--- config.mk ---
export PLATFORM = sky130hd
export DESIGN_NAME = uart_baud_and_data_regs
export DESIGN_NICKNAME = d
export VERILOG_FILES = /design/src/design/baud_gen.v /design/src/design/char_hold.v /design/src/design/uart_baud_and_data_regs.v
export VERILOG_INCLUDE_DIRS = /design/src /design/src/pkg
export SDC_FILE = /design/constraint.sdc
export NUM_CORES = 1
export LEC_CHECK = 0
export ABC_AREA = 1
export BUFFER_PORTS_ARGS = -buffer_cell sky130_fd_sc_hd__buf_2
export CAP_MARGIN = 5
export CORE_ASPECT_RATIO = 1.25
export CORE_UTILIZATION = 60
export CTS_CLUSTER_DIAMETER = 30
export DETAILED_ROUTE_END_ITERATION = 12
export PLACE_DENSITY = 0.94
export SYNTH_ARGS = -nofsm -noshare
export SYNTH_HDL_FRONTEND = slang
export SYNTH_SLANG_ARGS = --single-unit
--- constraint.sdc ---
create_clock -name clk_i -period 6.4 [get_ports clk_i]
set_input_delay 0.96 -clock clk_i [delete_from_list [all_inputs] [get_ports clk_i]]
set_output_delay 0.96 -clock clk_i [all_outputs]
set_load 0.03 [all_outputs]
--- src/pkg/uart_baud_regs.vh ---
// Purpose: register map, field positions and reset values of the serial port data/baud block
// Assumes: APB, 32-bit data, one aligned word per register
// Notes:   bits above bit 7 of every register read as zero
`ifndef UART_BAUD_REGS_VH
`define UART_BAUD_REGS_VH

// ----------------------------------------------------------------------------
// register byte offsets
// ----------------------------------------------------------------------------
`define OFS_RECEIVE_DATA     8'h00
`define OFS_TRANSMIT_DATA    8'h04
`define OFS_BAUD_DIV_LOW     8'h08
`define OFS_BAUD_DIV_HIGH    8'h0C
`define OFS_RX_CTRL_STATUS   8'h10
`define OFS_TX_CTRL_STATUS   8'h14
`define OFS_BAUD_CONTROL     8'h18
`define OFS_IRQ_STATUS       8'h1C
`define OFS_IRQ_CLEAR        8'h20
`define OFS_IRQ_ENABLE       8'h24

// ----------------------------------------------------------------------------
// receive control/status fields
// ----------------------------------------------------------------------------
`define RXC_PORT_EN          7
`define RXC_NINE_BIT         6
`define RXC_SINGLE_RX        5
`define RXC_CONT_RX          4
`define RXC_ADDR_DET         3
`define RXC_FRAME_ERR        2
`define RXC_OVERRUN          1
`define RXC_NINTH            0
`define RXC_WR_MASK          8'hF8

// ----------------------------------------------------------------------------
// transmit control/status fields
// ----------------------------------------------------------------------------
`define TXC_CLK_MASTER       7
`define TXC_NINE_BIT         6
`define TXC_TX_EN            5
`define TXC_SYNC_MODE        4
`define TXC_SEND_BREAK       3
`define TXC_HIGH_SPEED       2
`define TXC_SHIFT_EMPTY      1
`define TXC_NINTH            0
`define TXC_WR_MASK          8'hFD

// ----------------------------------------------------------------------------
// baud control fields
// ----------------------------------------------------------------------------
`define BDC_RX_IDLE          6
`define BDC_WIDE_DIV         3
`define BDC_WR_MASK          8'h9B

// ----------------------------------------------------------------------------
// interrupt status bits
// ----------------------------------------------------------------------------
`define IRQ_RX_READY         0
`define IRQ_TX_FREE          1
`define IRQ_OVERRUN          2
`define IRQ_WIDTH            3

// ----------------------------------------------------------------------------
// reset values and prescale factors
// ----------------------------------------------------------------------------
`define RST_BYTE             8'h00
`define PRESCALE_SLOW        7'h40
`define PRESCALE_MID         7'h10
`define PRESCALE_FAST        7'h04

`endif

--- src/design/baud_gen.v ---
// Purpose: bit-rate tick generator, clk / (prescale * (divisor + 1))
// Assumes: prescale_i is never zero
// Notes:   restart_i clears both stages at once
`timescale 1ns/10ps
`default_nettype none

module baud_gen #(
  parameter DW = 16,
  parameter PW = 7
) (
  // clock and reset
  input  wire          clk_i,
  input  wire          rst_i,
  // control
  input  wire          run_i,
  input  wire          restart_i,
  input  wire [DW-1:0] divisor_i,
  input  wire [PW-1:0] prescale_i,
  // output
  output reg           tick_o
);

  reg  [PW-1:0] pre_q;
  reg  [DW-1:0] cnt_q;
  wire          pre_end;

  assign pre_end = (pre_q >= prescale_i - {{(PW-1){1'b0}}, 1'b1});

  always @(posedge clk_i) begin
    if (rst_i || restart_i || !run_i) begin
      pre_q  <= {PW{1'b0}};
      cnt_q  <= {DW{1'b0}};
      tick_o <= 1'b0;
    end else begin
      tick_o <= 1'b0;
      if (pre_end) begin
        pre_q <= {PW{1'b0}};
        // compare against the live divisor so a new value takes hold at once
        if (cnt_q >= divisor_i) begin
          cnt_q  <= {DW{1'b0}};
          tick_o <= 1'b1;
        end else begin
          cnt_q <= cnt_q + {{(DW-1){1'b0}}, 1'b1};
        end
      end else begin
        pre_q <= pre_q + {{(PW-1){1'b0}}, 1'b1};
      end
    end
  end

endmodule

`default_nettype wire

--- src/design/char_hold.v ---
// Purpose: one-entry character holding register with full flag
// Assumes: loader and taker share clk_i
// Notes:   a load in the same cycle as a take refills the entry
`timescale 1ns/10ps
`default_nettype none

module char_hold #(
  parameter W = 9
) (
  // clock and reset
  input  wire         clk_i,
  input  wire         rst_i,
  // fill side
  input  wire         load_i,
  input  wire [W-1:0] data_i,
  // drain side
  input  wire         take_i,
  output reg  [W-1:0] data_o,
  output reg          full_o,
  output wire         drop_o
);

  // a load into a full entry that is not drained loses the new character
  assign drop_o = load_i & full_o & ~take_i;

  always @(posedge clk_i) begin
    if (rst_i) begin
      data_o <= {W{1'b0}};
      full_o <= 1'b0;
    end else begin
      if (load_i & ~drop_o) begin
        data_o <= data_i;
      end
      // set wins over the take
      if (load_i) begin
        full_o <= 1'b1;
      end else if (take_i) begin
        full_o <= 1'b0;
      end
    end
  end

endmodule

`default_nettype wire

--- src/design/uart_baud_and_data_regs.v ---
// Purpose: data registers and baud generator of a serial port, APB slave
// Assumes: shifters sit outside on clk_i and use the char ports below
// Notes:   zero-wait APB, unmapped addresses answer pslverr
//
// What this block does
// - received low byte is readable, ninth bit lives in receive control status
// - received character held while next one shifts in, ninth bit included
// - transmit character held while previous one shifts, ninth bit included
// - writing divisor low byte restarts the baud counter immediately
// - writing divisor high byte restarts the baud counter immediately
// - divisor high byte ignored unless wide divisor select is set
// - rate is clock over 64, 16 or 4 times divisor plus one
// - mode bit set means synchronous, clear means asynchronous
// - wide select set uses sixteen-bit divisor, clear uses eight-bit
// - asynchronous high speed select chooses faster division
//
// Our own choices: register access over APB and the register addresses.
`timescale 1ns/10ps
`default_nettype none
`include "uart_baud_regs.vh"

module uart_baud_and_data_regs (
  // clock and reset
  input  wire        clk_i,
  input  wire        rst_i,
  // apb slave
  input  wire        psel_i,
  input  wire        penable_i,
  input  wire        pwrite_i,
  input  wire [7:0]  paddr_i,
  input  wire [31:0] pwdata_i,
  output wire        pready_o,
  output reg  [31:0] prdata_o,
  output wire        pslverr_o,
  // receive shifter side
  input  wire        rx_char_valid_i,
  input  wire [8:0]  rx_char_i,
  input  wire        rx_frame_err_i,
  input  wire        rx_idle_i,
  // transmit shifter side
  output wire        tx_char_valid_o,
  output wire [8:0]  tx_char_o,
  input  wire        tx_char_ready_i,
  input  wire        tx_shift_empty_i,
  // configuration seen by the shifters
  output wire        baud_tick_o,
  output wire        sync_mode_o,
  output wire        port_enable_o,
  output wire        tx_enable_o,
  output wire        rx_enable_o,
  output wire        clk_master_o,
  output wire        tx_nine_bit_o,
  output wire        rx_nine_bit_o,
  // interrupt
  output wire        irq_o
);

  // --------------------------------------------------------------------------
  // register state
  // --------------------------------------------------------------------------
  reg  [7:0]            div_low_q;
  reg  [7:0]            div_high_q;
  reg  [7:0]            rx_ctrl_q;
  reg  [7:0]            tx_ctrl_q;
  reg  [7:0]            baud_ctrl_q;
  reg                   overrun_q;
  reg                   frame_err_q;
  reg  [`IRQ_WIDTH-1:0] irq_stat_q;
  reg  [`IRQ_WIDTH-1:0] irq_en_q;
  reg  [7:0]            tx_last_q;
  reg                   rx_armed_q;

  // --------------------------------------------------------------------------
  // apb decode
  // --------------------------------------------------------------------------
  wire acc;
  wire wr;
  wire rd;
  reg  mapped;

  // every access completes in its first access cycle
  assign pready_o  = 1'b1;
  assign acc       = psel_i & penable_i;
  assign wr        = acc & pwrite_i & mapped;
  assign rd        = acc & ~pwrite_i & mapped;
  assign pslverr_o = acc & ~mapped;

  always @* begin
    case (paddr_i)
      `OFS_RECEIVE_DATA,
      `OFS_TRANSMIT_DATA,
      `OFS_BAUD_DIV_LOW,
      `OFS_BAUD_DIV_HIGH,
      `OFS_RX_CTRL_STATUS,
      `OFS_TX_CTRL_STATUS,
      `OFS_BAUD_CONTROL,
      `OFS_IRQ_STATUS,
      `OFS_IRQ_CLEAR,
      `OFS_IRQ_ENABLE: mapped = 1'b1;
      default:         mapped = 1'b0;
    endcase
  end

  wire wr_div_low;
  wire wr_div_high;
  wire wr_tx_data;
  wire rd_rx_data;

  assign wr_div_low  = wr & (paddr_i == `OFS_BAUD_DIV_LOW);
  assign wr_div_high = wr & (paddr_i == `OFS_BAUD_DIV_HIGH);
  assign wr_tx_data  = wr & (paddr_i == `OFS_TRANSMIT_DATA);
  assign rd_rx_data  = rd & (paddr_i == `OFS_RECEIVE_DATA);

  // --------------------------------------------------------------------------
  // mode decode
  // --------------------------------------------------------------------------
  wire sync_mode;
  wire high_speed;
  wire wide_div;

  assign sync_mode  = tx_ctrl_q[`TXC_SYNC_MODE];
  assign high_speed = tx_ctrl_q[`TXC_HIGH_SPEED];
  assign wide_div   = baud_ctrl_q[`BDC_WIDE_DIV];

  assign sync_mode_o   = sync_mode;
  assign port_enable_o = rx_ctrl_q[`RXC_PORT_EN];
  assign tx_enable_o   = tx_ctrl_q[`TXC_TX_EN];
  assign rx_enable_o   = rx_ctrl_q[`RXC_CONT_RX] | rx_ctrl_q[`RXC_SINGLE_RX];
  assign clk_master_o  = tx_ctrl_q[`TXC_CLK_MASTER];
  assign tx_nine_bit_o = tx_ctrl_q[`TXC_NINE_BIT];
  assign rx_nine_bit_o = rx_ctrl_q[`RXC_NINE_BIT];

  // --------------------------------------------------------------------------
  // baud rate generator
  // --------------------------------------------------------------------------
  reg  [6:0]  prescale;
  wire [15:0] divisor;

  // high byte only counts with the wide generator
  assign divisor = wide_div ? {div_high_q, div_low_q} : {8'h00, div_low_q};

  always @* begin
    if (sync_mode) begin
      prescale = `PRESCALE_FAST;
    end else begin
      case ({wide_div, high_speed})
        2'b00:   prescale = `PRESCALE_SLOW;
        2'b11:   prescale = `PRESCALE_FAST;
        default: prescale = `PRESCALE_MID;
      endcase
    end
  end

  // prescaler and divisor counter both restart on a divisor write, so the
  // first tick after a write comes one full period later; a mode change alone
  // does not restart them, so the period in flight may come out odd
  baud_gen #(
    .DW (16),
    .PW (7)
  ) u_baud_gen (
    .clk_i      (clk_i),
    .rst_i      (rst_i),
    .run_i      (port_enable_o),
    .restart_i  (wr_div_low | wr_div_high),
    .divisor_i  (divisor),
    .prescale_i (prescale),
    .tick_o     (baud_tick_o)
  );

  // --------------------------------------------------------------------------
  // receive holding register
  // --------------------------------------------------------------------------
  wire       rx_load;
  wire [8:0] rx_held;
  wire       rx_full;
  wire       rx_drop;

  // characters are only accepted while the port and the receiver run
  assign rx_load = rx_char_valid_i & port_enable_o & rx_enable_o;

  char_hold #(
    .W (9)
  ) u_rx_hold (
    .clk_i  (clk_i),
    .rst_i  (rst_i),
    .load_i (rx_load),
    .data_i (rx_char_i),
    .take_i (rd_rx_data & rx_armed_q),
    .data_o (rx_held),
    .full_o (rx_full),
    .drop_o (rx_drop)
  );

  // --------------------------------------------------------------------------
  // transmit holding register
  // --------------------------------------------------------------------------
  wire tx_take;

  assign tx_take = tx_char_valid_o & tx_char_ready_i;
  // a write while the entry is still full and not being taken is dropped, software waits for free

  char_hold #(
    .W (9)
  ) u_tx_hold (
    .clk_i  (clk_i),
    .rst_i  (rst_i),
    .load_i (wr_tx_data),
    .data_i ({tx_ctrl_q[`TXC_NINTH], pwdata_i[7:0]}),
    .take_i (tx_take),
    .data_o (tx_char_o),
    .full_o (tx_char_valid_o),
    .drop_o ()
  );

  // --------------------------------------------------------------------------
  // control registers
  // --------------------------------------------------------------------------
  always @(posedge clk_i) begin
    if (rst_i) begin
      div_low_q   <= `RST_BYTE;
      div_high_q  <= `RST_BYTE;
      rx_ctrl_q   <= `RST_BYTE;
      tx_ctrl_q   <= `RST_BYTE;
      baud_ctrl_q <= `RST_BYTE;
      irq_en_q    <= {`IRQ_WIDTH{1'b0}};
      tx_last_q   <= `RST_BYTE;
    end else begin
      if (wr_div_low) begin
        div_low_q <= pwdata_i[7:0];
      end
      if (wr_div_high) begin
        div_high_q <= pwdata_i[7:0];
      end
      if (wr & (paddr_i == `OFS_RX_CTRL_STATUS)) begin
        rx_ctrl_q <= pwdata_i[7:0] & `RXC_WR_MASK;
      end
      if (wr & (paddr_i == `OFS_TX_CTRL_STATUS)) begin
        tx_ctrl_q <= pwdata_i[7:0] & `TXC_WR_MASK;
      end
      if (wr & (paddr_i == `OFS_BAUD_CONTROL)) begin
        baud_ctrl_q <= pwdata_i[7:0] & `BDC_WR_MASK;
      end
      if (wr & (paddr_i == `OFS_IRQ_ENABLE)) begin
        irq_en_q <= pwdata_i[`IRQ_WIDTH-1:0];
      end
      if (wr_tx_data) begin
        tx_last_q <= pwdata_i[7:0];
      end
    end
  end

  // --------------------------------------------------------------------------
  // receive error flags
  // --------------------------------------------------------------------------
  // overrun stays until continuous receive is switched off
  always @(posedge clk_i) begin
    if (rst_i) begin
      overrun_q   <= 1'b0;
      frame_err_q <= 1'b0;
    end else begin
      if (rx_drop) begin
        overrun_q <= 1'b1;
      end else if (!rx_ctrl_q[`RXC_CONT_RX]) begin
        overrun_q <= 1'b0;
      end
      if (rx_load & ~rx_drop) begin
        frame_err_q <= rx_frame_err_i;
      end
    end
  end

  // --------------------------------------------------------------------------
  // interrupt status
  // --------------------------------------------------------------------------
  wire [`IRQ_WIDTH-1:0] irq_event;
  wire [`IRQ_WIDTH-1:0] irq_clr;

  assign irq_event[`IRQ_RX_READY] = rx_load & ~rx_drop;
  assign irq_event[`IRQ_TX_FREE]  = tx_take;
  assign irq_event[`IRQ_OVERRUN]  = rx_drop;

  assign irq_clr = (wr & (paddr_i == `OFS_IRQ_CLEAR)) ?
                   pwdata_i[`IRQ_WIDTH-1:0] : {`IRQ_WIDTH{1'b0}};

  // a new event in the clearing cycle keeps its bit set
  always @(posedge clk_i) begin
    if (rst_i) begin
      irq_stat_q <= {`IRQ_WIDTH{1'b0}};
    end else begin
      irq_stat_q <= (irq_stat_q & ~irq_clr) | irq_event;
    end
  end

  assign irq_o = |(irq_stat_q & irq_en_q);

  // --------------------------------------------------------------------------
  // read data
  // --------------------------------------------------------------------------
  reg [7:0] rd_byte;

  always @* begin
    case (paddr_i)
      `OFS_RECEIVE_DATA:   rd_byte = rx_held[7:0];
      `OFS_TRANSMIT_DATA:  rd_byte = tx_last_q;
      `OFS_BAUD_DIV_LOW:   rd_byte = div_low_q;
      `OFS_BAUD_DIV_HIGH:  rd_byte = div_high_q;
      `OFS_RX_CTRL_STATUS: rd_byte = {rx_ctrl_q[7:3], frame_err_q, overrun_q,
                                      rx_held[8]};
      `OFS_TX_CTRL_STATUS: rd_byte = {tx_ctrl_q[7:2], tx_shift_empty_i,
                                      tx_ctrl_q[0]};
      `OFS_BAUD_CONTROL:   rd_byte = {baud_ctrl_q[7], rx_idle_i, baud_ctrl_q[5:0]};
      `OFS_IRQ_STATUS:     rd_byte = {{(8-`IRQ_WIDTH){1'b0}}, irq_stat_q};
      `OFS_IRQ_ENABLE:     rd_byte = {{(8-`IRQ_WIDTH){1'b0}}, irq_en_q};
      default:             rd_byte = 8'h00;
    endcase
  end

  // captured in the setup cycle, so it stands through the access cycle
  always @(posedge clk_i) begin
    if (rst_i) begin
      prdata_o <= 32'h00000000;
    end else if (psel_i & ~penable_i & ~pwrite_i) begin
      prdata_o <= {24'h000000, rd_byte};
    end
  end

  // --------------------------------------------------------------------------
  // receive read arming
  // --------------------------------------------------------------------------
  // the read word is latched in the setup cycle, so only a character already
  // held then may be released at the access edge; one that lands in the
  // setup cycle itself stays held for the next read instead of being lost
  // without an overrun
  always @(posedge clk_i) begin
    if (rst_i) begin
      rx_armed_q <= 1'b0;
    end else begin
      rx_armed_q <= psel_i & ~penable_i & ~pwrite_i &
                    (paddr_i == `OFS_RECEIVE_DATA) & rx_full;
    end
  end

endmodule

`default_nettype wire

==> metrics.log <==
INFO  metric outcome = complete, no violations
INFO  metric max_stage_delay_on_crit_path = 0.36 ns
INFO  metric drt_pre_antenna_iters = 6
INFO  metric antenna_left = 0
INFO  metric fp.dieArea = slightly above 10000 µm²
INFO  metric fin_crit = about 3.4 ns
INFO  metric via_total_after_detailed_routing = roughly 5400
INFO  metric postCtsSetupRepairBufs = 0
INFO  metric path_class = in -> out
INFO  metric clock_path_buffers = 2
INFO  metric floorplan.rows = 39
INFO  metric io_pins = 112
INFO  metric critPathCaptureType = output port
INFO  metric floorplan.initialDensity = 0.6289
INFO  metric synthesis.instances = 843
INFO  metric layout.cells.most_common_list = nand2_1, nor2_1, dfxtp_1, inv_1, buf_2
INFO  metric drv.max_cap_violation_count = 0
INFO  metric finalNetCount = 975
INFO  metric clkSinkCount = between 100 and 150
INFO  metric fin_max_slew_vios = 0
INFO  metric largest_net_degree_at_the_start_of_global_routing = 42
INFO  metric postSynthRegisterBits = 102
INFO  metric layout_commonest_cell = nand2_1
INFO  metric cts_htree_levels = 3
INFO  metric post_route_cells_drive_above_1_share = 0.1520
INFO  metric core = 9320 µm²
INFO  metric vdd.ir_drop.worst = roughly 140 µV
INFO  metric ys_types = 36
INFO  metric grt_antenna_before_repair = 0
INFO  metric global_route.usage.total = 0.2842
INFO  metric globalRouteMet3Util = 0.04404
INFO  metric clock.fmax = roughly 0.29 GHz
INFO  metric multiInputGateArea = between 3000 and 4000 µm²
INFO  metric drt_first_iter_violations = 316
INFO  metric clockRootBuffer = clkbuf_16
INFO  metric first_global_vias = 5091
INFO  metric final_number_of_setup_violating_endpoints = 0
INFO  metric fin_setup_tns = 0 ns
INFO  metric clk_pin_slew_worst_paths = ~0.070 ns
INFO  metric finalHoldViolCount = 0
INFO  metric tightestPinTransition = 0.8523 ns
INFO  metric yosys_warnings = 0
INFO  metric max_fanout_on_critical_path = 24
INFO  metric grt_first_pass_wirelength = 23140 µm
INFO  metric die-height = approximately 110 µm
INFO  metric tritoncts_buffer_count = 9
INFO  metric drt-wirelength-per-cell = approximately 14 µm
INFO  metric global_route.usage.met2 = 0.4972
INFO  metric place.detailed.hpwl = ~10000 µm
INFO  metric crit_slowest_cell = nand3_4
INFO  metric n_fill_cell = 749
INFO  metric combined_flip_flop_and_latch_cell_area = ~2000 µm²
INFO  metric arrival = 2.47 ns
INFO  metric hold_path.class = reg -> reg
INFO  metric leakage_power = ~3 nW
INFO  metric power.density = between 200 and 250 nW/µm²
INFO  metric synthesis.area_per_instance = 6.954 µm²
INFO  metric grt_overflow = 0
INFO  metric chipWidth = around 90 µm
INFO  metric area_delta_synth_final = 8.645%
INFO  metric top_usage_layer = met2
INFO  metric number_of_remaining_drc_errors = 0
INFO  metric resize_count_post_cts = 0
INFO  metric slew-limit-headroom = 0.4304
INFO  metric rsz_0062_raised_after_global_routing = no
INFO  metric critPathLaunchType = input port
INFO  metric antenna_cells = 0
INFO  metric clock_insertion_delay_worst_skew = approximately 0.35 ns
INFO  metric synth_seq_area_share = 0.3483
INFO  metric mappedNetlistArea = a little under 6000 µm²
INFO  metric met1_usage = 0.3090
INFO  metric cp_data_required_time = 5.44 ns
INFO  metric detail_route.vias_per_cell = about 5.3
INFO  metric postCtsHoldBufs = 0
INFO  metric detail_route.wirelength = 13840 µm
INFO  metric cp_top_family = simple AND/OR/NAND/NOR gates
INFO  metric total_power = roughly 1.3 mW
INFO  metric path_cells = buf_2 -> nor2_4 -> nand3_4 -> inv_2 -> nand2_2 -> nand3_4 -> nor2_1 -> buf_2
INFO  metric worstPathBufferInverterCount = 3
INFO  metric port_buffers = 62
INFO  metric timing.final.crit_share = 0.5355
INFO  metric place.gp.congestion = approximately 0.94
INFO  metric cts_tree = done
INFO  metric worst_clock_skew = a little over 0.008 ns
-- kinds of logic (layout without fill, tap and decap cells) --
| family | count (synthesis) | after routing | synth area share |
|---|---|---|---|
| flops | 102 | 102 | 0.3483 |
| xor+xnor | 16 | 16 | 0.02391 |
| buf+inv | 141 | 170 | 0.1210 |
| simple gates | 480 | 480 | 0.3838 |
| other cells | 2 | 25 | 0.001281 |
| compound gates | 76 | 76 | 0.06617 |
| fa+ha+maj | 26 | 26 | 0.05550 |
-- path summary, 6_finish.rpt --
check	start	cells after the start	slack [ns]	end
hold / removal	tx_last_q[0]	2	0.46	tx_last_q[0]
hold reg to reg	tx_last_q[0]	2	0.46	tx_last_q[0]
setup / recovery	paddr_i[7]	8	2.97	pslverr_o
setup reg to reg	baud_ctrl_q[3]	14	3.29	u_baud_gen.cnt_q[12]
-- Yosys cell counts --
library cell	count	area, µm²
nand2_1	236	885.9
nor2_1	121	454.2
dfxtp_1	102	2042
inv_1	82	307.8
a21oi_1	48	240.2
nand3_1	41	205.2
buf_4	31	232.7
ha_1	26	325.3
nor2_2	21	131.4
nand4_1	19	118.9
o21ai_0	16	80.08
nor3_1	11	55.05
xor2_1	11	96.34
inv_2	9	33.78
nor2_4	9	101.4
o21ai_1	9	45.04
buf_2	7	35.03
clkbuf_1	7	26.28
nand3_4	5	87.58
xnor2_1	5	43.79
nand4_4	4	85.08
buf_6	3	33.78
nand2_2	3	18.77
buf_12	2	40.04
conb_1	2	7.510
nand3_2	2	20.02
nand4_2	2	25.02
a21o_1	1	7.510
and2_1	1	6.260
nand2_4	1	11.26
nand3b_1	1	7.510
nor2_8	1	20.02
nor3_2	1	10.01
o21a_1	1	7.510
o21bai_1	1	7.510
or2_2	1	6.260
-- through the flow --
stage               setup WS (ns)  instances    util  hold slack [ns]  area [µm²]
floorplan                   3.198        866       -           0.4294        5948
CTS                         2.983       1018  0.6833           0.4605        6369
detailed placement          3.002       1002  0.6493           0.4500        6052
global placement            3.051       1002  0.6493           0.4429        6052
global route                2.879       1018  0.6833           0.4809        6369
finish                      2.973       1018  0.6833           0.4599        6369
-- metal layers --
| layer | wire, µm | vias to the layer above | part of all wire |
|---|---|---|---|
| li1 | - | 2695 | - |
| met1 | 5273 | 2471 | 0.38 |
| met2 | 6898 | 215 | 0.50 |
| met3 | 777 | 63 | 0.056 |
| met4 | 893 | 0 | 0.065 |
| met5 | 0 | - | 0 |
-- tightest hold or removal path, cell delays in order (launching register included) --
cell     delay, ns
dfxtp_1       0.31
nand2_1       0.06
a21oi_1       0.05
-- final cells by class --
class,instances,area share
tap,123,0.02417
timing repair buffer,63,0.04990
multi-input combinational,623,0.5020
sequential,102,0.3206
clock buffer,11,0.03654
clock inverter,5,0.01316
inverter,91,0.05363
-- where the power goes --
part | total, mW | switching [mW] | internal [mW]
Combinational | 0.0722 | 0.0594 | 0.0129
Sequential | 0.634 | 0.00000897 | 0.634
Clock | 0.585 | 0.242 | 0.344
Total | 1.29 | 0.301 | 0.991
-- state kept, by name, summed over array words and instances, names as in the netlist, 3 cells and up --
name	cells
baud_ctrl_q	5
tx_ctrl_q	7
u_tx_hold.data_o	9
irq_stat_q	3
u_baud_gen.pre_q	7
u_baud_gen.cnt_q	16
irq_en_q	3
prdata_o	8
u_rx_hold.data_o	9
rx_ctrl_q	5
div_high_q	8
div_low_q	8
tx_last_q	8
(Power assumes the default switching activity.)
